[src/align_pkg.sv]
// Constants and carrier types for the status-flag and sample-alignment block.
// Assumes one 200 MHz system clock standing in for the oscillator; FIFO storage lives outside.
// Function
// Watermark flag sets when entries equal watermark
// Watermark flag clears when entries drop below
// Status read clears watermark only below it
// Overrun flag sets on write past 96
// Status read clears overrun until new loss
// Activity sets after consecutive over-threshold measurements
// Any axis over threshold continues run
// Status read clears activity; re-sets next measurement
// Busy flag mirrors nonvolatile controller busy
// Interrupts blocked until busy flag clears
// Busy flag clears on read after idle
// Mode 00 samples at internal programmed rate
// Sample-ready pin high when sample available
// Mode 10 interpolates, 64x rate resolution
// Host keeps alignment pulses at most 4000/s
// Pulse to ready delay per rate setting
// Host drives 1.024 MHz clock and pulse
// External clock missing: no data, null outputs
// Host holds pulse four external clock cycles
// No pulse yet: run on internal rate
// Stay aligned to the most recent pulse
// Ready clears on data read or halfway
// Up to three samples lost after first pulse
// Alignment pulse synchronised before edge detection
package align_pkg;
  localparam int unsigned FIFO_DEPTH = 96;
  localparam int unsigned CNT_W = 7;
  localparam int unsigned DATA_W = 20;
  localparam int unsigned AXES = 3;
  localparam int unsigned RATE_W = 4;
  localparam int unsigned TICK_W = 24;
  // Register offsets of this block's own port
  localparam logic [7:0] ADDR_STATUS = 8'h04;
  localparam logic [7:0] ADDR_XDATA = 8'h08;
  localparam logic [7:0] ADDR_ZDATA_END = 8'h10;
  localparam logic [7:0] ADDR_FIFO = 8'h11;
  localparam logic [7:0] ADDR_WATERMARK = 8'h29;
  localparam logic [7:0] ADDR_ACT_THR = 8'h25;
  localparam logic [7:0] ADDR_ACT_CNT = 8'h27;
  localparam logic [7:0] ADDR_RATE = 8'h28;
  localparam logic [7:0] ADDR_SYNC = 8'h2B;
  // Status bit positions
  localparam int unsigned ST_FULL = 1;
  localparam int unsigned ST_OVR = 2;
  localparam int unsigned ST_ACT = 3;
  localparam int unsigned ST_BUSY = 4;
  localparam logic [1:0] MODE_INTERNAL = 2'h0;
  localparam logic [1:0] MODE_ALIGN = 2'h1;
  localparam logic [1:0] MODE_INTERP = 2'h2;
  localparam int unsigned INTERP_FACTOR = 64;
  localparam logic [7:0] WATERMARK_RST = 8'h60;
  localparam logic [RATE_W-1:0] RATE_MAX = 4'hA;
  // Clock-loss watchdog, in system cycles (a 1.024 MHz period is about 195)
  localparam logic [9:0] EXTERNAL_CLOCK_SELECT_TIMEOUT = 10'h3E8;
  // Internal sample period at rate setting 0, in system cycles
  localparam logic [TICK_W-1:0] BASE_PERIOD = 24'h0030D4;
  typedef struct packed {
    logic busy;
    logic activity;
    logic overrun;
    logic level;
  } status_s;
  typedef struct packed {
    logic [1:0] mode;
    logic external_clock_select;
  } sync_cfg_s;
  function automatic logic [TICK_W-1:0] period_of(input logic [RATE_W-1:0] r);
    // Internal sample period in system cycles: doubles per setting
    period_of = BASE_PERIOD << r;
  endfunction
  function automatic logic [12:0] interp_delay(input logic [RATE_W-1:0] r);
    case (r)
      4'h0: interp_delay = 13'h0008;
      4'h1: interp_delay = 13'h000A;
      4'h2: interp_delay = 13'h000E;
      4'h3: interp_delay = 13'h0016;
      4'h4: interp_delay = 13'h0026;
      4'h5: interp_delay = 13'h0046;
      4'h6: interp_delay = 13'h0086;
      4'h7: interp_delay = 13'h0106;
      4'h8: interp_delay = 13'h0407;
      4'h9: interp_delay = 13'h0806;
      default: interp_delay = 13'h1006;
    endcase
  endfunction
endpackage

[src/pulse_sync.sv]
// Three-flop synchroniser with rising-edge output.
// Assumes an asynchronous input; second and third stages must agree.
`timescale 1ns/100ps
`default_nettype none
module pulse_sync (
  input wire logic clk_sys_i,
  input wire logic arst_n_i,
  input wire logic async_i,
  output logic level_o,
  output logic rise_o
);
  logic [2:0] sync_q;
  logic level_q;
  always_ff @(posedge clk_sys_i or negedge arst_n_i) begin
    if (!arst_n_i) begin
      sync_q <= 3'h0;
    end else begin
      sync_q <= {sync_q[1:0], async_i};
    end
  end
  // Stage 0 is seen only by stage 1
  always_ff @(posedge clk_sys_i or negedge arst_n_i) begin
    if (!arst_n_i) begin
      level_q <= 1'b0;
    end else if (sync_q[1] == sync_q[2]) begin
      level_q <= sync_q[2];
    end
  end
  assign level_o = level_q;
  assign rise_o = (sync_q[1] == sync_q[2]) && sync_q[2] && !level_q;
endmodule
`default_nettype wire

[src/activity_det.sv]
// Activity detector: counts consecutive measurements with any axis over threshold.
// Assumes one meas_i pulse per measurement with all axis magnitudes valid.
`timescale 1ns/100ps
`default_nettype none
module activity_det #(
  parameter int unsigned AXES = align_pkg::AXES,
  parameter int unsigned DATA_W = align_pkg::DATA_W
) (
  input wire logic clk_sys_i,
  input wire logic arst_n_i,
  input wire logic meas_i,
  input wire logic [AXES*DATA_W-1:0] mag_i,
  input wire logic [15:0] threshold_i,
  input wire logic [7:0] count_i,
  output logic hit_o
);
  logic [AXES-1:0] over;
  logic [7:0] run_q;
  genvar g;
  generate
    for (g = 0; g < AXES; g++) begin : g_axis
      assign over[g] = mag_i[g*DATA_W +: DATA_W] > {threshold_i, 4'h0};
    end
  endgenerate
  // Any axis keeps the run alive, even if it moves between axes
  always_ff @(posedge clk_sys_i or negedge arst_n_i) begin
    if (!arst_n_i) begin
      run_q <= 8'h00;
    end else if (meas_i) begin
      if (|over) begin
        run_q <= (run_q == 8'hFF) ? run_q : run_q + 8'h01;
      end else begin
        run_q <= 8'h00;
      end
    end
  end
  // Nine bits so that a saturated run still reaches the count
  assign hit_o = meas_i && (|over) && (({1'b0, run_q} + 9'h001) >= {1'b0, count_i});
endmodule
`default_nettype wire

[src/accel_status_and_sample_align.sv]
// Status flags and sample timing/alignment with sample-ready pin driver.
// Assumes FIFO counts, writes and nonvolatile busy come from same-clock logic.
//
// Local design decisions: the register addresses and strobed register access.
`timescale 1ns/100ps
`default_nettype none
module accel_status_and_sample_align #(
  parameter int unsigned CNT_W = align_pkg::CNT_W,
  parameter int unsigned FIFO_DEPTH = align_pkg::FIFO_DEPTH
) (
  input wire logic clk_sys_i,
  input wire logic arst_n_i,
  input wire logic [7:0] addr_i,
  input wire logic [7:0] wdata_i,
  input wire logic wr_i,
  input wire logic rd_i,
  output logic [7:0] rdata_o,
  input wire logic [CNT_W-1:0] fifo_entries_i,
  input wire logic fifo_write_i,
  input wire logic nonvolatile_controller_busy_flag_i,
  input wire logic [align_pkg::AXES*align_pkg::DATA_W-1:0] mag_i,
  input wire logic secondary_irq_pin_i,
  input wire logic sample_ready_pin_i,
  output logic sample_ready_pin_o,
  output logic sample_ready_pin_oe_o,
  output logic sample_strobe_o,
  output logic irq_enable_o,
  output logic data_valid_o
);
  align_pkg::status_s status_q;
  align_pkg::sync_cfg_s cfg_q;
  logic [7:0] watermark_q, act_cnt_q, rdata_q;
  logic [15:0] act_thr_q;
  logic [align_pkg::RATE_W-1:0] rate_q;
  logic [align_pkg::TICK_W-1:0] tick_q;
  logic [12:0] dly_q;
  logic dly_run_q, ready_q, aligned_q, ext_alive_q, aligned_interp_q;
  logic [9:0] ext_wd_q;
  logic status_rd, data_rd, sample, act_hit, full_now;
  logic pulse_rise, ext_rise;
  logic [align_pkg::TICK_W-1:0] period;
  typedef enum logic [1:0] {S_IDLE, S_RUN, S_HOLD} fsm_e;
  fsm_e st_q;

  assign status_rd = rd_i && (addr_i == align_pkg::ADDR_STATUS);
  assign data_rd = rd_i && ((addr_i == align_pkg::ADDR_FIFO) ||
    ((addr_i >= align_pkg::ADDR_XDATA) && (addr_i <= align_pkg::ADDR_ZDATA_END)));
  assign period = align_pkg::period_of(rate_q);
  assign full_now = ({1'b0, fifo_entries_i} >= watermark_q[CNT_W:0]);

  // Pulse arrives on the ready pin while an alignment mode is selected
  pulse_sync u_sync_pulse (
    .clk_sys_i(clk_sys_i),
    .arst_n_i(arst_n_i),
    .async_i(sample_ready_pin_i),
    .level_o(),
    .rise_o(pulse_rise)
  );
  pulse_sync u_sync_clk (
    .clk_sys_i(clk_sys_i),
    .arst_n_i(arst_n_i),
    .async_i(secondary_irq_pin_i),
    .level_o(),
    .rise_o(ext_rise)
  );
  activity_det u_act (
    .clk_sys_i(clk_sys_i),
    .arst_n_i(arst_n_i),
    .meas_i(sample),
    .mag_i(mag_i),
    .threshold_i(act_thr_q),
    .count_i(act_cnt_q),
    .hit_o(act_hit)
  );

  always_ff @(posedge clk_sys_i or negedge arst_n_i) begin
    if (!arst_n_i) begin
      watermark_q <= align_pkg::WATERMARK_RST;
      act_thr_q <= 16'h0000;
      act_cnt_q <= 8'h00;
      rate_q <= 4'h0;
      cfg_q <= '0;
    end else if (wr_i) begin
      case (addr_i)
        align_pkg::ADDR_WATERMARK: watermark_q <= wdata_i;
        align_pkg::ADDR_ACT_THR: act_thr_q <= {wdata_i, 8'h00};
        align_pkg::ADDR_ACT_CNT: act_cnt_q <= wdata_i;
        align_pkg::ADDR_RATE: rate_q <= (wdata_i[3:0] > align_pkg::RATE_MAX) ? align_pkg::RATE_MAX : wdata_i[3:0];
        align_pkg::ADDR_SYNC: cfg_q <= {wdata_i[1:0], wdata_i[2]};
        default: ;
      endcase
    end
  end

  // Set wins over a same-cycle status read clear
  always_ff @(posedge clk_sys_i or negedge arst_n_i) begin
    if (!arst_n_i) begin
      status_q <= '0;
    end else begin
      if (full_now && (fifo_entries_i == watermark_q[CNT_W-1:0])) begin
        status_q.level <= 1'b1;
      end else if (!full_now) begin
        status_q.level <= 1'b0;
      end
      if (fifo_write_i && (fifo_entries_i == CNT_W'(FIFO_DEPTH))) begin
        status_q.overrun <= 1'b1;
      end else if (status_rd) begin
        status_q.overrun <= 1'b0;
      end
      if (act_hit) begin
        status_q.activity <= 1'b1;
      end else if (status_rd) begin
        status_q.activity <= 1'b0;
      end
      if (nonvolatile_controller_busy_flag_i) begin
        status_q.busy <= 1'b1;
      end else if (status_rd) begin
        status_q.busy <= 1'b0;
      end
    end
  end
  assign irq_enable_o = !status_q.busy;

  always_ff @(posedge clk_sys_i or negedge arst_n_i) begin
    if (!arst_n_i) begin
      rdata_q <= 8'h00;
    end else if (rd_i) begin
      case (addr_i)
        align_pkg::ADDR_STATUS: rdata_q <= {3'h0, status_q, 1'b0};
        align_pkg::ADDR_WATERMARK: rdata_q <= watermark_q;
        align_pkg::ADDR_ACT_THR: rdata_q <= act_thr_q[15:8];
        align_pkg::ADDR_ACT_CNT: rdata_q <= act_cnt_q;
        align_pkg::ADDR_RATE: rdata_q <= {4'h0, rate_q};
        align_pkg::ADDR_SYNC: rdata_q <= {5'h00, cfg_q.external_clock_select, cfg_q.mode};
        default: rdata_q <= 8'h00;
      endcase
    end else begin
      rdata_q <= 8'h00;
    end
  end
  assign rdata_o = rdata_q;

  // External clock watchdog: no edges means no processing
  always_ff @(posedge clk_sys_i or negedge arst_n_i) begin
    if (!arst_n_i) begin
      ext_wd_q <= 10'h000;
      ext_alive_q <= 1'b0;
    end else if (ext_rise) begin
      ext_wd_q <= 10'h000;
      ext_alive_q <= 1'b1;
    end else if (ext_wd_q == align_pkg::EXTERNAL_CLOCK_SELECT_TIMEOUT) begin
      ext_alive_q <= 1'b0;
    end else begin
      ext_wd_q <= ext_wd_q + 10'h001;
    end
  end
  assign data_valid_o = !cfg_q.external_clock_select || ext_alive_q;

  // Sample timebase; a pulse in MODE_ALIGN re-phases it and alignment is kept after
  always_ff @(posedge clk_sys_i or negedge arst_n_i) begin
    if (!arst_n_i) begin
      tick_q <= '0;
      aligned_q <= 1'b0;
      st_q <= S_IDLE;
    end else begin
      case (st_q)
        S_IDLE: begin
          tick_q <= '0;
          st_q <= S_RUN;
        end
        S_RUN: begin
          if ((cfg_q.mode == align_pkg::MODE_ALIGN) && pulse_rise) begin
            tick_q <= '0;
            aligned_q <= 1'b1;
          end else if (tick_q >= period - 1'b1) begin
            tick_q <= '0;
          end else begin
            tick_q <= tick_q + 1'b1;
          end
          if (!data_valid_o) begin
            st_q <= S_HOLD;
          end
        end
        S_HOLD: begin
          if (data_valid_o) begin
            st_q <= S_IDLE;
          end
        end
        default: st_q <= S_IDLE;
      endcase
    end
  end

  // Interpolated mode: sample emerges a fixed delay after the pulse edge
  always_ff @(posedge clk_sys_i or negedge arst_n_i) begin
    if (!arst_n_i) begin
      dly_q <= 13'h0000;
      dly_run_q <= 1'b0;
    end else if ((cfg_q.mode == align_pkg::MODE_INTERP) && pulse_rise) begin
      dly_q <= align_pkg::interp_delay(rate_q) - 13'h0001;
      dly_run_q <= 1'b1;
    end else if (dly_run_q) begin
      if (dly_q == 13'h0000) begin
        dly_run_q <= 1'b0;
      end else begin
        dly_q <= dly_q - 13'h0001;
      end
    end
  end

  // Interpolated mode emits only on pulses; internal rate until the first
  assign sample = (st_q == S_RUN) && data_valid_o &&
    (((cfg_q.mode == align_pkg::MODE_INTERP) && aligned_interp_q) ? (dly_run_q && dly_q == 13'h0000)
     : ((cfg_q.mode == align_pkg::MODE_ALIGN) && pulse_rise) || (tick_q >= period - 1'b1));
  always_ff @(posedge clk_sys_i or negedge arst_n_i) begin
    if (!arst_n_i) begin
      aligned_interp_q <= 1'b0;
    end else if (cfg_q.mode != align_pkg::MODE_INTERP) begin
      aligned_interp_q <= 1'b0;
    end else if (pulse_rise) begin
      aligned_interp_q <= 1'b1;
    end
  end
  assign sample_strobe_o = sample;

  // Ready pin: set on sample, cleared on data read or halfway to next
  always_ff @(posedge clk_sys_i or negedge arst_n_i) begin
    if (!arst_n_i) begin
      ready_q <= 1'b0;
    end else if (sample) begin
      ready_q <= 1'b1;
    end else if (data_rd || (tick_q == (period >> 1))) begin
      ready_q <= 1'b0;
    end
  end
  // Pin turns input in alignment modes; first samples may be stale
  assign sample_ready_pin_oe_o = (cfg_q.mode == align_pkg::MODE_INTERNAL);
  assign sample_ready_pin_o = ready_q && sample_ready_pin_oe_o;

  property p_ovr_set;
    @(posedge clk_sys_i) disable iff (!arst_n_i)
      (fifo_write_i && fifo_entries_i == CNT_W'(FIFO_DEPTH)) |=> status_q.overrun;
  endproperty
  a_ovr_set: assert property (p_ovr_set) else $error("overrun not set");
  property p_ovr_clr;
    @(posedge clk_sys_i) disable iff (!arst_n_i)
      (status_rd && !(fifo_write_i && fifo_entries_i == CNT_W'(FIFO_DEPTH))) |=> !status_q.overrun;
  endproperty
  a_ovr_clr: assert property (p_ovr_clr) else $error("overrun not cleared");
  property p_level_low;
    @(posedge clk_sys_i) disable iff (!arst_n_i)
      !full_now |=> !status_q.level;
  endproperty
  a_level_low: assert property (p_level_low) else $error("level flag held below watermark");
  property p_level_keep;
    @(posedge clk_sys_i) disable iff (!arst_n_i)
      (status_q.level && full_now) |=> status_q.level;
  endproperty
  a_level_keep: assert property (p_level_keep) else $error("level flag lost at watermark");
  property p_act;
    @(posedge clk_sys_i) disable iff (!arst_n_i) act_hit |=> status_q.activity;
  endproperty
  a_act: assert property (p_act) else $error("activity not set");
  property p_busy;
    @(posedge clk_sys_i) disable iff (!arst_n_i)
      (status_q.busy && !status_rd) |=> status_q.busy;
  endproperty
  a_busy: assert property (p_busy) else $error("busy cleared without read");
  property p_irq;
    @(posedge clk_sys_i) disable iff (!arst_n_i) nonvolatile_controller_busy_flag_i |=> !irq_enable_o;
  endproperty
  a_irq: assert property (p_irq) else $error("irq enabled while busy");
  property p_ready;
    @(posedge clk_sys_i) disable iff (!arst_n_i)
      (sample && cfg_q.mode == align_pkg::MODE_INTERNAL) |=> sample_ready_pin_o;
  endproperty
  a_ready: assert property (p_ready) else $error("ready pin not raised");
  property p_rdclr;
    @(posedge clk_sys_i) disable iff (!arst_n_i) (data_rd && !sample) |=> !ready_q;
  endproperty
  a_rdclr: assert property (p_rdclr) else $error("ready not cleared by read");
  // Flag set, hold and clear paths, timebase wrap, interpolation, clock loss, ready clear and alignment
  property p_level_set;
    @(posedge clk_sys_i) disable iff (!arst_n_i)
      ({1'b0, fifo_entries_i} == watermark_q[CNT_W:0]) |=> status_q.level;
  endproperty
  a_level_set: assert property (p_level_set) else $error("level flag not set at watermark");
  property p_ovr_hold;
    @(posedge clk_sys_i) disable iff (!arst_n_i)
      (!status_q.overrun && !(fifo_write_i && fifo_entries_i == CNT_W'(FIFO_DEPTH))) |=> !status_q.overrun;
  endproperty
  a_ovr_hold: assert property (p_ovr_hold) else $error("overrun set without loss");
  property p_act_clr;
    @(posedge clk_sys_i) disable iff (!arst_n_i)
      (status_rd && !act_hit) |=> !status_q.activity;
  endproperty
  a_act_clr: assert property (p_act_clr) else $error("activity not cleared by read");
  property p_act_hold;
    @(posedge clk_sys_i) disable iff (!arst_n_i)
      (status_q.activity && !status_rd) |=> status_q.activity;
  endproperty
  a_act_hold: assert property (p_act_hold) else $error("activity lost without read");
  property p_busy_set;
    @(posedge clk_sys_i) disable iff (!arst_n_i)
      nonvolatile_controller_busy_flag_i |=> status_q.busy;
  endproperty
  a_busy_set: assert property (p_busy_set) else $error("busy flag not set");
  property p_tick_wrap;
    @(posedge clk_sys_i) disable iff (!arst_n_i)
      (st_q == S_RUN && data_valid_o && cfg_q.mode == align_pkg::MODE_INTERNAL &&
       tick_q >= period - 1'b1) |-> sample;
  endproperty
  a_tick_wrap: assert property (p_tick_wrap) else $error("no sample at period end");
  property p_interp_load;
    @(posedge clk_sys_i) disable iff (!arst_n_i)
      (cfg_q.mode == align_pkg::MODE_INTERP && pulse_rise && !wr_i) |=>
      (dly_run_q && dly_q == align_pkg::interp_delay(rate_q) - 13'h0001);
  endproperty
  a_interp_load: assert property (p_interp_load) else $error("delay not loaded on pulse");
  property p_interp_gap;
    @(posedge clk_sys_i) disable iff (!arst_n_i)
      (cfg_q.mode == align_pkg::MODE_INTERP && aligned_interp_q && !(dly_run_q && dly_q == 13'h0000)) |-> !sample;
  endproperty
  a_interp_gap: assert property (p_interp_gap) else $error("interpolated sample off pulse");
  property p_no_clk;
    @(posedge clk_sys_i) disable iff (!arst_n_i)
      (cfg_q.external_clock_select && !ext_alive_q) |-> (!data_valid_o && !sample);
  endproperty
  a_no_clk: assert property (p_no_clk) else $error("sample without external clock");
  property p_align;
    @(posedge clk_sys_i) disable iff (!arst_n_i)
      (cfg_q.mode == align_pkg::MODE_ALIGN && pulse_rise && st_q == S_RUN) |=> (tick_q == '0 && aligned_q);
  endproperty
  a_align: assert property (p_align) else $error("timebase not realigned");
  property p_half;
    @(posedge clk_sys_i) disable iff (!arst_n_i)
      (tick_q == (period >> 1) && !sample) |=> !ready_q;
  endproperty
  a_half: assert property (p_half) else $error("ready not cleared halfway");
  property p_rise_once;
    @(posedge clk_sys_i) disable iff (!arst_n_i)
      pulse_rise |=> !pulse_rise;
  endproperty
  a_rise_once: assert property (p_rise_once) else $error("pulse edge seen twice");
  c_ovr: cover property (@(posedge clk_sys_i) disable iff (!arst_n_i) status_q.overrun ##1 status_rd);
  c_interp: cover property (@(posedge clk_sys_i) disable iff (!arst_n_i)
    dly_run_q && dly_q == 13'h0000);
  c_align: cover property (@(posedge clk_sys_i) disable iff (!arst_n_i) aligned_q);
  c_busy_clr: cover property (@(posedge clk_sys_i) disable iff (!arst_n_i) status_q.busy ##1 !status_q.busy);
  c_act_set: cover property (@(posedge clk_sys_i) disable iff (!arst_n_i) act_hit);
endmodule
`default_nettype wire

[config.mk]
export PLATFORM = sky130hd
export DESIGN_NAME = accel_status_and_sample_align
export DESIGN_NICKNAME = d
export VERILOG_FILES = /design/src/align_pkg.sv /design/src/pulse_sync.sv /design/src/activity_det.sv /design/src/accel_status_and_sample_align.sv
export SDC_FILE = /design/constraint.sdc
export NUM_CORES = 1
export LEC_CHECK = 0
export CORE_MARGIN = 8
export CORE_UTILIZATION = 35
export DETAILED_ROUTE_END_ITERATION = 10
export DONT_BUFFER_PORTS = 1
export GPL_ROUTABILITY_DRIVEN = 0
export PLACE_DENSITY_LB_ADDON = 0.12
export SYNTH_ARGS = -nofsm -noshare
export SYNTH_HDL_FRONTEND = slang
export SYNTH_SLANG_ARGS = --single-unit
[constraint.sdc]
create_clock -name clk_sys_i -period 6.7 [get_ports clk_sys_i]
set_input_delay 1.34 -clock clk_sys_i [delete_from_list [all_inputs] [get_ports clk_sys_i]]
set_output_delay 1.34 -clock clk_sys_i [all_outputs]
set_load 0.005 [all_outputs]
==> results.cfg, run 1 <==
[clock_tree]
cts.clk_slew.worst_paths_ns = 0.09
cts.repair.resized = 0
insertion_delay_ns = 0.37
clockBufferDepth = 2
cts_hold_repair.buffers = 0
tritoncts_buffers = 9
cts_max_level = 3
cts_tree = yes
clock-root-buffer = sky130_fd_sc_hd__clkbuf_16
sinks_on_clock_net = 112
cts_setup_buffers = 0

[setup_path]
endpoint = sample_strobe_o
worst_setup_path_startpoint = rate_q[0]
critical-path-slowest-cell = sky130_fd_sc_hd__ha_1
worst-setup-path-type = reg -> out
critical_path.startpoint_type = register
crit_path_end_kind = output port
worstPathCellList = inv_1, ha_1, inv_1, a221oi_2, nor3_2, xor2_1, ha_1, a21oi_1, o21ai_0, or4_1, a2111oi_2, buf_4, nor2_1
crit_path_max_incr_delay_ns = 0.69
r2r.worst_path.cells = 16
cpLargestDelayFamily = compound AO/OA/AOI/OAI gates
worst-path-stages = 13
crit_fanout = 18
crit_path_required_time_ns = 5.36
worstPathArrival_ns = 4.93
cp.buffers_inverters = 3
r2r_start = rate_q[0]
regToRegSetupSlack_ns = 1.51
critical_path.reg2reg.endpoint = u_act.run_q[0]

[sta]
layout_worst_path_cycle_share = 0.936
max_freq_ghz = 0.160
timing.max_slew.rel_slack = 0.295
timing_worst_slew_pin_value_ns = 1.05
final.min_clock_period_ns = 6.27
hold_violations = 0
finalSetupTns_ns = 0
setup_viol = 0
final.hold.worst_slack_ns = 0.358
fin_worst_skew_ns = 0.00987
final_max_slew_viols = 0
unrepaired_setup_endpoints_after_global_routing = false
post-route-worst-setup-slack_ns = 0.431

[power]
netSwitchingPower_mw = 0.677
seq_power_share = 0.441
share_comb_of_total_power = 0.242
power_mw = 2.00
leakagePower_nw = 3.87
net_switching_fraction_of_the_power = 0.339
clkPwrFrac = 0.317
pwr_density_cell_nw_per_um2 = 221
power_report.internal_total_mw = 1.32
worst_ir_drop_vdd_uv = 131

[synth]
synth_seq_cells = 112
synth_top_cell_area_share = 0.326
synth_area_per_cell_sq_um = 8.77
synth_largest_area_cell = sky130_fd_sc_hd__dfrtp_1
postSynthNetCount = 1130
yosysUniqueCellTypes = 79
synth-warning-count = 0
asyncSetResetFlopFracSynth = 1.00
synth_cell_area_sq_um = 8440
synthesis.instances = 962
synth.area.top_cells = sky130_fd_sc_hd__dfrtp_1 (33%), sky130_fd_sc_hd__ha_1 (11%), sky130_fd_sc_hd__a21oi_1 (4.0%)
synth_ff_type = sky130_fd_sc_hd__dfrtp_1
synth_edf_count = 0
synth_seq_area_share = 0.333

[final_layout]
num-nets-final = 1101
layout_area_growth_over_synthesis_pct = 7.24
final_common_cell = sky130_fd_sc_hd__dfrtp_1
final_core_utilization = 0.378
number_of_filler_cells_placed_in_the_layout = 2521
mostFrequentLayoutCells = sky130_fd_sc_hd__dfrtp_1 (110), sky130_fd_sc_hd__nand2_1 (86), sky130_fd_sc_hd__ha_1 (77), sky130_fd_sc_hd__nor2_1 (73), sky130_fd_sc_hd__a21oi_1 (68)
stdcell_count = 1262
post_route_cells_drive_above_1_share = 0.0821
post-route-cell-area_sq_um = 9050
ant_cells = 0

[place]
place_area_sq_um = 8680
preCtsSetupSlack_ns = 0.531
port-buffer-count = 0
dpl.cell_count = 1246
detailed_place_hpwl_microns = 18800

[grt]
grt_antenna_before_repair = 0
wire_length_of_the_first_global_routing_pass_microns = 39800
grt_max_degree = 113
grt_use_total = 0.173
overflow = 0
number_of_global_route_vias_before_repair = 7053

[die]
die_h_microns = 171
total_die_area_sq_um = 29300
initial_core_util = 0.352
row_count = 57
io-pin-count = 104
chipWidth_microns = 171
core-area_sq_um = 24000

[flow_run]
max_cap_violations = 0

[routing]
routed_wl_microns = 24600
firstDrtPassIters = 7
drt-wirelength-per-cell_microns = 19.5
drt.antenna.violating_nets = 0
drc_errors = 0
drt_first_iter_violations = 469
vias_per_cell = 5.59
detailroute.via_count = 7051

[worst_hold_path]
holdCritPathClass = reg -> reg

[outcome]
run_status = finished clean
[worst register-to-register path, delay by kind of cell, from the launching register on]
family | cells | cell delay, ns
AOI/OAI and AO/OA | 6 | 1.64
adders and majority gates | 2 | 1.00
buffers and inverters | 4 | 0.98
and+or+nand+nor | 3 | 0.80
DFF | 1 | 0.51
xor gates and xnor gates | 1 | 0.19
[how the worst min path moves through the flow]
| stage | startpoint | to | slack [ns] | depth (start not counted) |
|---|---|---|---|---|
| 2_1_floorplan | u_sync_clk.sync_q[0] | u_sync_clk.sync_q[1] | 0.33 | 0 |
| 3_3_place_gp | u_sync_clk.sync_q[0] | u_sync_clk.sync_q[1] | 0.33 | 0 |
| 3_5_place_dp | u_sync_pulse.sync_q[0] | u_sync_pulse.sync_q[1] | 0.34 | 0 |
| 4_1_cts | u_sync_pulse.sync_q[0] | u_sync_pulse.sync_q[1] | 0.36 | 0 |
| 5_1_grt | u_sync_clk.sync_q[0] | u_sync_clk.sync_q[1] | 0.37 | 0 |
| 6_report | u_sync_pulse.sync_q[0] | u_sync_pulse.sync_q[1] | 0.36 | 0 |
[cells in the mapped netlist (4+ instances only)]
library cell,number
sky130_fd_sc_hd__a211oi_1,11
sky130_fd_sc_hd__a21o_1,8
sky130_fd_sc_hd__a21oi_1,68
sky130_fd_sc_hd__a22o_1,7
sky130_fd_sc_hd__a22oi_1,8
sky130_fd_sc_hd__a31oi_1,18
sky130_fd_sc_hd__a32o_1,6
sky130_fd_sc_hd__a41oi_1,4
sky130_fd_sc_hd__and2_1,6
sky130_fd_sc_hd__and3_1,13
sky130_fd_sc_hd__and4_1,7
sky130_fd_sc_hd__buf_1,4
sky130_fd_sc_hd__buf_2,6
sky130_fd_sc_hd__buf_6,5
sky130_fd_sc_hd__clkbuf_1,33
sky130_fd_sc_hd__dfrtp_1,110
sky130_fd_sc_hd__ha_1,77
sky130_fd_sc_hd__inv_1,46
sky130_fd_sc_hd__mux2_2,29
sky130_fd_sc_hd__mux2i_1,11
sky130_fd_sc_hd__nand2_1,86
sky130_fd_sc_hd__nand2b_1,12
sky130_fd_sc_hd__nand3_1,34
sky130_fd_sc_hd__nand3b_1,5
sky130_fd_sc_hd__nand4_1,12
sky130_fd_sc_hd__nor2_1,73
sky130_fd_sc_hd__nor2b_1,13
sky130_fd_sc_hd__nor3_1,18
sky130_fd_sc_hd__nor4_1,14
sky130_fd_sc_hd__nor4b_1,8
sky130_fd_sc_hd__o211ai_1,5
sky130_fd_sc_hd__o21a_1,7
sky130_fd_sc_hd__o21ai_0,65
sky130_fd_sc_hd__o31ai_1,4
sky130_fd_sc_hd__or3_1,6
sky130_fd_sc_hd__or4_1,6
sky130_fd_sc_hd__xnor2_1,27
sky130_fd_sc_hd__xor2_1,22
[cell families (layout without fill, tap and decap cells)]
family / after synthesis / count (layout) / synth area share
compound gates: 252 / 252 / 0.195
xor+xnor: 49 / 49 / 0.0509
fa+ha+maj: 77 / 77 / 0.114
simple gates: 333 / 333 / 0.204
mux: 40 / 40 / 0.0518
buf+inv: 99 / 75 / 0.0509
flops: 112 / 112 / 0.333
[state kept, by name, indices dropped and copies added, names as in the netlist, 2 cells and up]
| signal | count |
|---|---|
| tick_q | 24 |
| dly_q | 13 |
| rate_q | 4 |
| u_sync_clk.sync_q | 3 |
| u_sync_pulse.sync_q | 3 |
| act_cnt_q | 8 |
| st_q | 2 |
| act_thr_q | 8 |
| ext_wd_q | 10 |
| rdata_o | 8 |
| cfg_q | 3 |
| watermark_q | 8 |
| u_act.run_q | 8 |
| status_q | 4 |
[metal layers]
metal  global-route usage  wire length, microns  vias up
met2                0.290                 11700      157
met5                    0                     0        -
met3               0.0399                  1310       17
met1                0.222                 11200     3415
met4               0.0439                   338        0
li1                     -                     -     3462
[power groups by stage]
stage                     Combinational, mW  Sequential, mW  Clock [mW]
after global placement                0.478           0.894           0
final                                 0.484           0.881       0.634
after detailed placement              0.483           0.893           0
after CTS                             0.484           0.881       0.657
after global routing                  0.551           0.896       0.686
after floorplan                       0.403           0.840           0
[final cells by class]
cell class                      count  area, sq um  share of cell area
Sequential cell                   112         2810               0.310
Clock inverter                      7          123              0.0136
Tap cell                          324          405              0.0448
Clock buffer                        9          225              0.0249
Inverter                           49          184              0.0203
Multi-Input combinational cell    751         5230               0.578
Timing Repair Buffer               10         75.1             0.00830
Note: power is estimated with default switching activity, not from simulation.
==> run 2, diff against run 1 <==
--- a/config.mk
+++ b/config.mk
@@ -5,12 +5,14 @@
 export SDC_FILE = /design/constraint.sdc
 export NUM_CORES = 1
 export LEC_CHECK = 0
+export ABC_AREA = 1
 export CORE_MARGIN = 8
 export CORE_UTILIZATION = 35
 export DETAILED_ROUTE_END_ITERATION = 10
 export DONT_BUFFER_PORTS = 1
 export GPL_ROUTABILITY_DRIVEN = 0
-export PLACE_DENSITY_LB_ADDON = 0.12
+export PLACE_DENSITY = 0.52
+export SETUP_SLACK_MARGIN = 0.1
 export SYNTH_ARGS = -nofsm -noshare
 export SYNTH_HDL_FRONTEND = slang
 export SYNTH_SLANG_ARGS = --single-unit
==> results.cfg, run 2 <==
[die]
row_count = 58
initial_core_util = 0.352
total_die_area_sq_um = 30300
die_h_microns = 174
io-pin-count = 104
chipWidth_microns = 174
core-area_sq_um = 24900

[setup_path]
regToRegSetupSlack_ns = 1.85
critical_path.most_common_cell = sky130_fd_sc_hd__nor2_1
crit_path_required_time_ns = 5.36
r2r.worst_path.cells = 22
endpoint = sample_strobe_o
worst-setup-path-type = reg -> out
critical-path-slowest-cell = sky130_fd_sc_hd__dfrtp_1
worst_setup_path_startpoint = rate_q[3]
r2r_start = rate_q[3]
crit_fanout = 30
cpLargestDelayFamily = simple AND/OR/NAND/NOR gates
crit_path_max_incr_delay_ns = 0.92
worstPathArrival_ns = 4.49
cp.buffers_inverters = 1
crit_path_end_kind = output port
critical_path.reg2reg.endpoint = u_act.run_q[7]
worst-path-stages = 18
critical_path.startpoint_type = register
worstPathCellList = inv_2, nand3_1, ha_1, nand3_1, nor2_2, nand3_2, nor2_1, nand2_1, xnor2_1, ha_1, nand2_1, nor2_1, nand2_1, nor2_1, nand2_1, nand3_1, nor2_1, nor2_1

[clock_tree]
tritoncts_buffers = 9
sinks_on_clock_net = 112
clock-root-buffer = sky130_fd_sc_hd__clkbuf_16
cts_max_level = 3
cts_hold_repair.buffers = 0
cts_setup_buffers = 0
cts_tree = yes
insertion_delay_ns = 0.37
cts.repair.resized = 0
cts.clk_slew.worst_paths_ns = 0.09
clockBufferDepth = 2

[flow_run]
max_cap_violations = 0

[power]
seq_power_share = 0.400
leakagePower_nw = 4.77
netSwitchingPower_mw = 0.838
worst_ir_drop_vdd_uv = 123
share_comb_of_total_power = 0.330
clkPwrFrac = 0.270
power_report.internal_total_mw = 1.29
net_switching_fraction_of_the_power = 0.393
pwr_density_cell_nw_per_um2 = 228

[sta]
finalSetupTns_ns = 0
final_max_slew_viols = 0
layout_worst_path_cycle_share = 0.871
final.min_clock_period_ns = 5.83
setup_viol = 0
fin_worst_skew_ns = 0.00901
timing.max_slew.rel_slack = 0.417
final.hold.worst_slack_ns = 0.355
max_freq_ghz = 0.171
timing_worst_slew_pin_value_ns = 0.875
hold_violations = 0
unrepaired_setup_endpoints_after_global_routing = false

[final_layout]
layout_area_growth_over_synthesis_pct = 6.86
final-seq-area_sq_um = 2810
num-nets-final = 1426
post_route_cells_drive_above_1_share = 0.0618
stdcell_count = 1593
largest_register_ffs = 24
multi_input_gate_area_sq_um = 5100
largest-register = tick_q
mostFrequentLayoutCells = sky130_fd_sc_hd__nand2_1 (358), sky130_fd_sc_hd__inv_1 (182), sky130_fd_sc_hd__nor2_1 (121), sky130_fd_sc_hd__dfrtp_1 (110), sky130_fd_sc_hd__nand3_1 (92)
post-route-cell-area_sq_um = 9360
number_of_filler_cells_placed_in_the_layout = 2655
reg.largest.list = tick_q (24), dly_q (13), ext_wd_q (10)
final_common_cell = sky130_fd_sc_hd__nand2_1
ant_cells = 0

[routing]
vias_per_cell = 4.86
drt.antenna.violating_nets = 0
detailroute.via_count = 7747
drt_first_iter_violations = 475
firstDrtPassIters = 5
drt-wirelength-per-cell_microns = 15.7
drc_errors = 0
routed_wl_microns = 25000

[synth]
synth_ff_type = sky130_fd_sc_hd__dfrtp_1
postSynthNetCount = 1434
synth_top_cell_area_share = 0.314
asyncSetResetFlopFracSynth = 1.00
synthesis.instances = 1266
synth_seq_area_share = 0.320
synth_edf_count = 0
synth-warning-count = 0
synth_area_per_cell_sq_um = 6.92
synth.area.top_cells = sky130_fd_sc_hd__dfrtp_1 (31%), sky130_fd_sc_hd__nand2_1 (15%), sky130_fd_sc_hd__ha_1 (11%)
ys_top_cells_by_count = sky130_fd_sc_hd__nand2_1 (358), sky130_fd_sc_hd__inv_1 (182), sky130_fd_sc_hd__nor2_1 (121), sky130_fd_sc_hd__dfrtp_1 (110), sky130_fd_sc_hd__nand3_1 (92)
yosysUniqueCellTypes = 49
synth_seq_cells = 112
synth_cell_area_sq_um = 8760
synth_largest_area_cell = sky130_fd_sc_hd__dfrtp_1
synth_most_common_cell = sky130_fd_sc_hd__nand2_1

[grt]
grt_antenna_before_repair = 0
number_of_global_route_vias_before_repair = 7489
wire_length_of_the_first_global_routing_pass_microns = 40500
grt_use_total = 0.165
overflow = 0
grt_max_degree = 113

[worst_hold_path]
hold-path-cell-count = 0
holdCritPathClass = reg -> reg

[place]
port-buffer-count = 0
dpl.cell_count = 1577
place_area_sq_um = 9050
detailed_place_hpwl_microns = 20100

[outcome]
run_status = finished clean
## run 2: changes by cell type in the layout (fill, tap and decap cells not counted), sizes merged, moves of 12 or more
cell    delta
nand2    +290
inv      +148
nand3     +64
nor2      +61
a21oi     -28
mux2      -28
o21ai     +23
xnor2     -21
o22ai     +20
a31oi     -15
nor2b     -14
nand2b    -13
and3      -12
## run 2: cell families after synthesis
logic type	count (synthesis)	share of synthesized area
DFF	112	0.320
buffers and inverters	212	0.0975
xor gates and xnor gates	30	0.0300
and+or+nand+nor	657	0.328
AOI/OAI and AO/OA	177	0.113
adders and majority gates	77	0.110
muxes	1	0.00129
## run 2: worst min-delay path by stage
stage	from	slack (ns)	to
after global placement	u_sync_pulse.sync_q[0]	0.33	u_sync_pulse.sync_q[1]
after global routing	u_sync_clk.sync_q[0]	0.37	u_sync_clk.sync_q[1]
final	u_sync_clk.sync_q[0]	0.35	u_sync_clk.sync_q[1]
after CTS	u_sync_clk.sync_q[0]	0.36	u_sync_clk.sync_q[1]
after floorplan	u_sync_clk.sync_q[0]	0.33	u_sync_clk.sync_q[1]
after detailed placement	u_sync_clk.sync_q[0]	0.34	u_sync_clk.sync_q[1]
## run 2: power by group through the flow
stage	clock network [mW]	logic, mW	registers (mW)
floorplan	0	0.583	0.833
CTS	0.594	0.710	0.852
finish	0.576	0.704	0.852
global placement	0	0.702	0.864
detailed placement	0	0.708	0.864
global route	0.621	0.815	0.865
## run 2: cell type report
cell class,instances,area share
multi-input cells,942,0.545
flip-flops and latches,112,0.300
inverters,192,0.0770
well taps,330,0.0441
clock buffers,9,0.0241
clock inverters,7,0.00949
repair buffers,1,0.000802
## run 2: through the flow
stage          total power, mW  setup WS [ns]  utilization
5_1_grt                   2.30          0.332        0.376
4_1_cts                   2.16          0.845        0.376
3_5_place_dp              1.57           1.25        0.363
2_1_floorplan             1.42           2.43            -
6_report                  2.13          0.866        0.376
3_3_place_gp              1.57           1.34        0.363
## run 2: layer usage
layer  part of all wire  GRT usage
met1               0.46      0.210
met2               0.48      0.279
met5                  0          0
met4              0.013     0.0360
met3              0.050     0.0401
==> run 3, diff against run 2 <==
==> constraint.sdc (replaced) <==
create_clock -name clk_sys_i -period 6.7 [get_ports clk_sys_i]
set_input_delay 1.005 -clock clk_sys_i [delete_from_list [all_inputs] [get_ports clk_sys_i]]
set_output_delay 1.005 -clock clk_sys_i [all_outputs]
set_load 0.005 [all_outputs]
==> results.cfg, run 3 (synthesis gave the netlist of run 2 again) <==
[outcome]
run_status = finished clean

[sta]
final.hold.worst_slack_ns = 0.323
layout_worst_path_cycle_share = 0.815
hold_violations = 0
timing_worst_slew_pin_value_ns = 0.916
fin_worst_skew_ns = 0.0215
final_max_slew_viols = 0
final.min_clock_period_ns = 5.46
unrepaired_setup_endpoints_after_global_routing = false
timing.max_slew.rel_slack = 0.389
max_freq_ghz = 0.183
setup_viol = 0
finalSetupTns_ns = 0

[routing]
drt-wirelength-per-cell_microns = 15.7
drt_first_iter_violations = 528
vias_per_cell = 4.91
drc_errors = 0
detailroute.via_count = 7820
drt.antenna.violating_nets = 0
firstDrtPassIters = 7
routed_wl_microns = 25000

[place]
dpl.cell_count = 1577
port-buffer-count = 0
detailed_place_hpwl_microns = 20100

[die]
die_h_microns = 174
row_count = 58
core-area_sq_um = 24900
total_die_area_sq_um = 30300
io-pin-count = 104
initial_core_util = 0.352
chipWidth_microns = 174

[clock_tree]
cts_max_level = 3
cts_tree = yes
tritoncts_buffers = 9
insertion_delay_ns = 0.37
clock-root-buffer = sky130_fd_sc_hd__clkbuf_16
cts_setup_buffers = 0
cts_hold_repair.buffers = 0
sinks_on_clock_net = 112
cts.clk_slew.worst_paths_ns = 0.08
cts.repair.resized = 0
clockBufferDepth = 2

[grt]
grt_use_total = 0.167
grt_antenna_before_repair = 0
grt_max_degree = 113
wire_length_of_the_first_global_routing_pass_microns = 40700
number_of_global_route_vias_before_repair = 7532
overflow = 0

[worst_hold_path]
holdCritPathClass = in -> async

[final_layout]
final_core_utilization = 0.376
mostFrequentLayoutCells = sky130_fd_sc_hd__nand2_1 (358), sky130_fd_sc_hd__inv_1 (182), sky130_fd_sc_hd__nor2_1 (121), sky130_fd_sc_hd__dfrtp_1 (110), sky130_fd_sc_hd__nand3_1 (92)
ant_cells = 0
post_route_cells_drive_above_1_share = 0.0618
largest_register_ffs = 24
final_common_cell = sky130_fd_sc_hd__nand2_1
layout_area_growth_over_synthesis_pct = 6.80
stdcell_count = 1593
largest-register = tick_q
reg.largest.list = tick_q (24), dly_q (13), ext_wd_q (10)
num-nets-final = 1426

[setup_path]
worstPathArrival_ns = 4.46
critical_path.startpoint_type = register
critical_path.most_common_cell = sky130_fd_sc_hd__nor2_1
crit_path_max_incr_delay_ns = 0.95
crit_path_required_time_ns = 5.69
crit_path_end_kind = output port
worstPathCellList = inv_2, nand3_1, ha_1, nand3_1, nor2_2, nand3_2, nor2_1, nand2_1, xnor2_1, ha_1, nand2_1, nor2_1, nand2_1, nor2_1, nand2_1, nand3_1, nor2_1, nor2_1, buf_4
worst-setup-path-type = reg -> out
r2r_start = rate_q[3]
crit_fanout = 30
critical-path-slowest-cell = sky130_fd_sc_hd__dfrtp_1
worst_setup_path_startpoint = rate_q[3]

[power]
leakagePower_nw = 4.76
worst_ir_drop_vdd_uv = 152
pwr_density_cell_nw_per_um2 = 226

[flow_run]
max_cap_violations = 0
==> run 3: cell types whose count changed in the layout (fill, tap and decap cells not counted), sizes merged <==
cell	previous run	this run
clkinv	3	5
inv	196	194
==> run 3: stage by stage <==
step / instance area (sq um) / worst slack, ns / power, mW
global placement: 9050 / 1.79 / 1.57
finish: 9360 / 1.24 / 2.12
floorplan: 8760 / 2.77 / 1.42
global route: 9360 / 0.856 / 2.29
detailed placement: 9050 / 1.71 / 1.57
CTS: 9360 / 1.26 / 2.14
==> run 3: power breakdown <==
group	leakage (nW)	internal, mW	switching (mW)
registers	1.46	0.758	0.0946
logic	3.15	0.263	0.442
clock network	0.149	0.267	0.291
total	4.76	1.29	0.827
==> run 3: worst paths after layout <==
check | endpoint | slack [ns] | cells after the start
setup / recovery | sample_strobe_o | 1.24 | 19
min in group clk_sys_i | u_sync_pulse.sync_q[1] | 0.36 | 0
setup reg to reg | u_act.run_q[7] | 2.10 | 22
hold reg to reg | u_sync_pulse.sync_q[1] | 0.36 | 0
hold / removal | tick_q[16] | 0.32 | 0
max in group asynchronous | dly_q[2] | 6.11 | 0
==> run 3: final cells by class <==
class | count | area (sq um)
clock inverters | 7 | 83.8
clock buffers | 9 | 225
multi-input cells | 942 | 5100
well taps | 330 | 413
flip-flops and latches | 112 | 2810
inverters | 192 | 721
repair buffers | 1 | 7.51
fillers | 2678 | 15500
==> run 3: per-layer routing <==
layer	GRT usage	wire (microns)	share of wire
met4	0.0577	665	0.027
met1	0.207	11200	0.45
met5	0	0	0
met3	0.0395	1360	0.054
met2	0.278	11700	0.47
==> run 3: critical path, delay by kind of cell (launching register included) <==
kind	cells	cell delay (ns)
adders and majority gates	2	0.52
and+or+nand+nor	14	1.81
DFF	1	0.95
buffers and inverters	2	0.66
xor gates and xnor gates	1	0.13
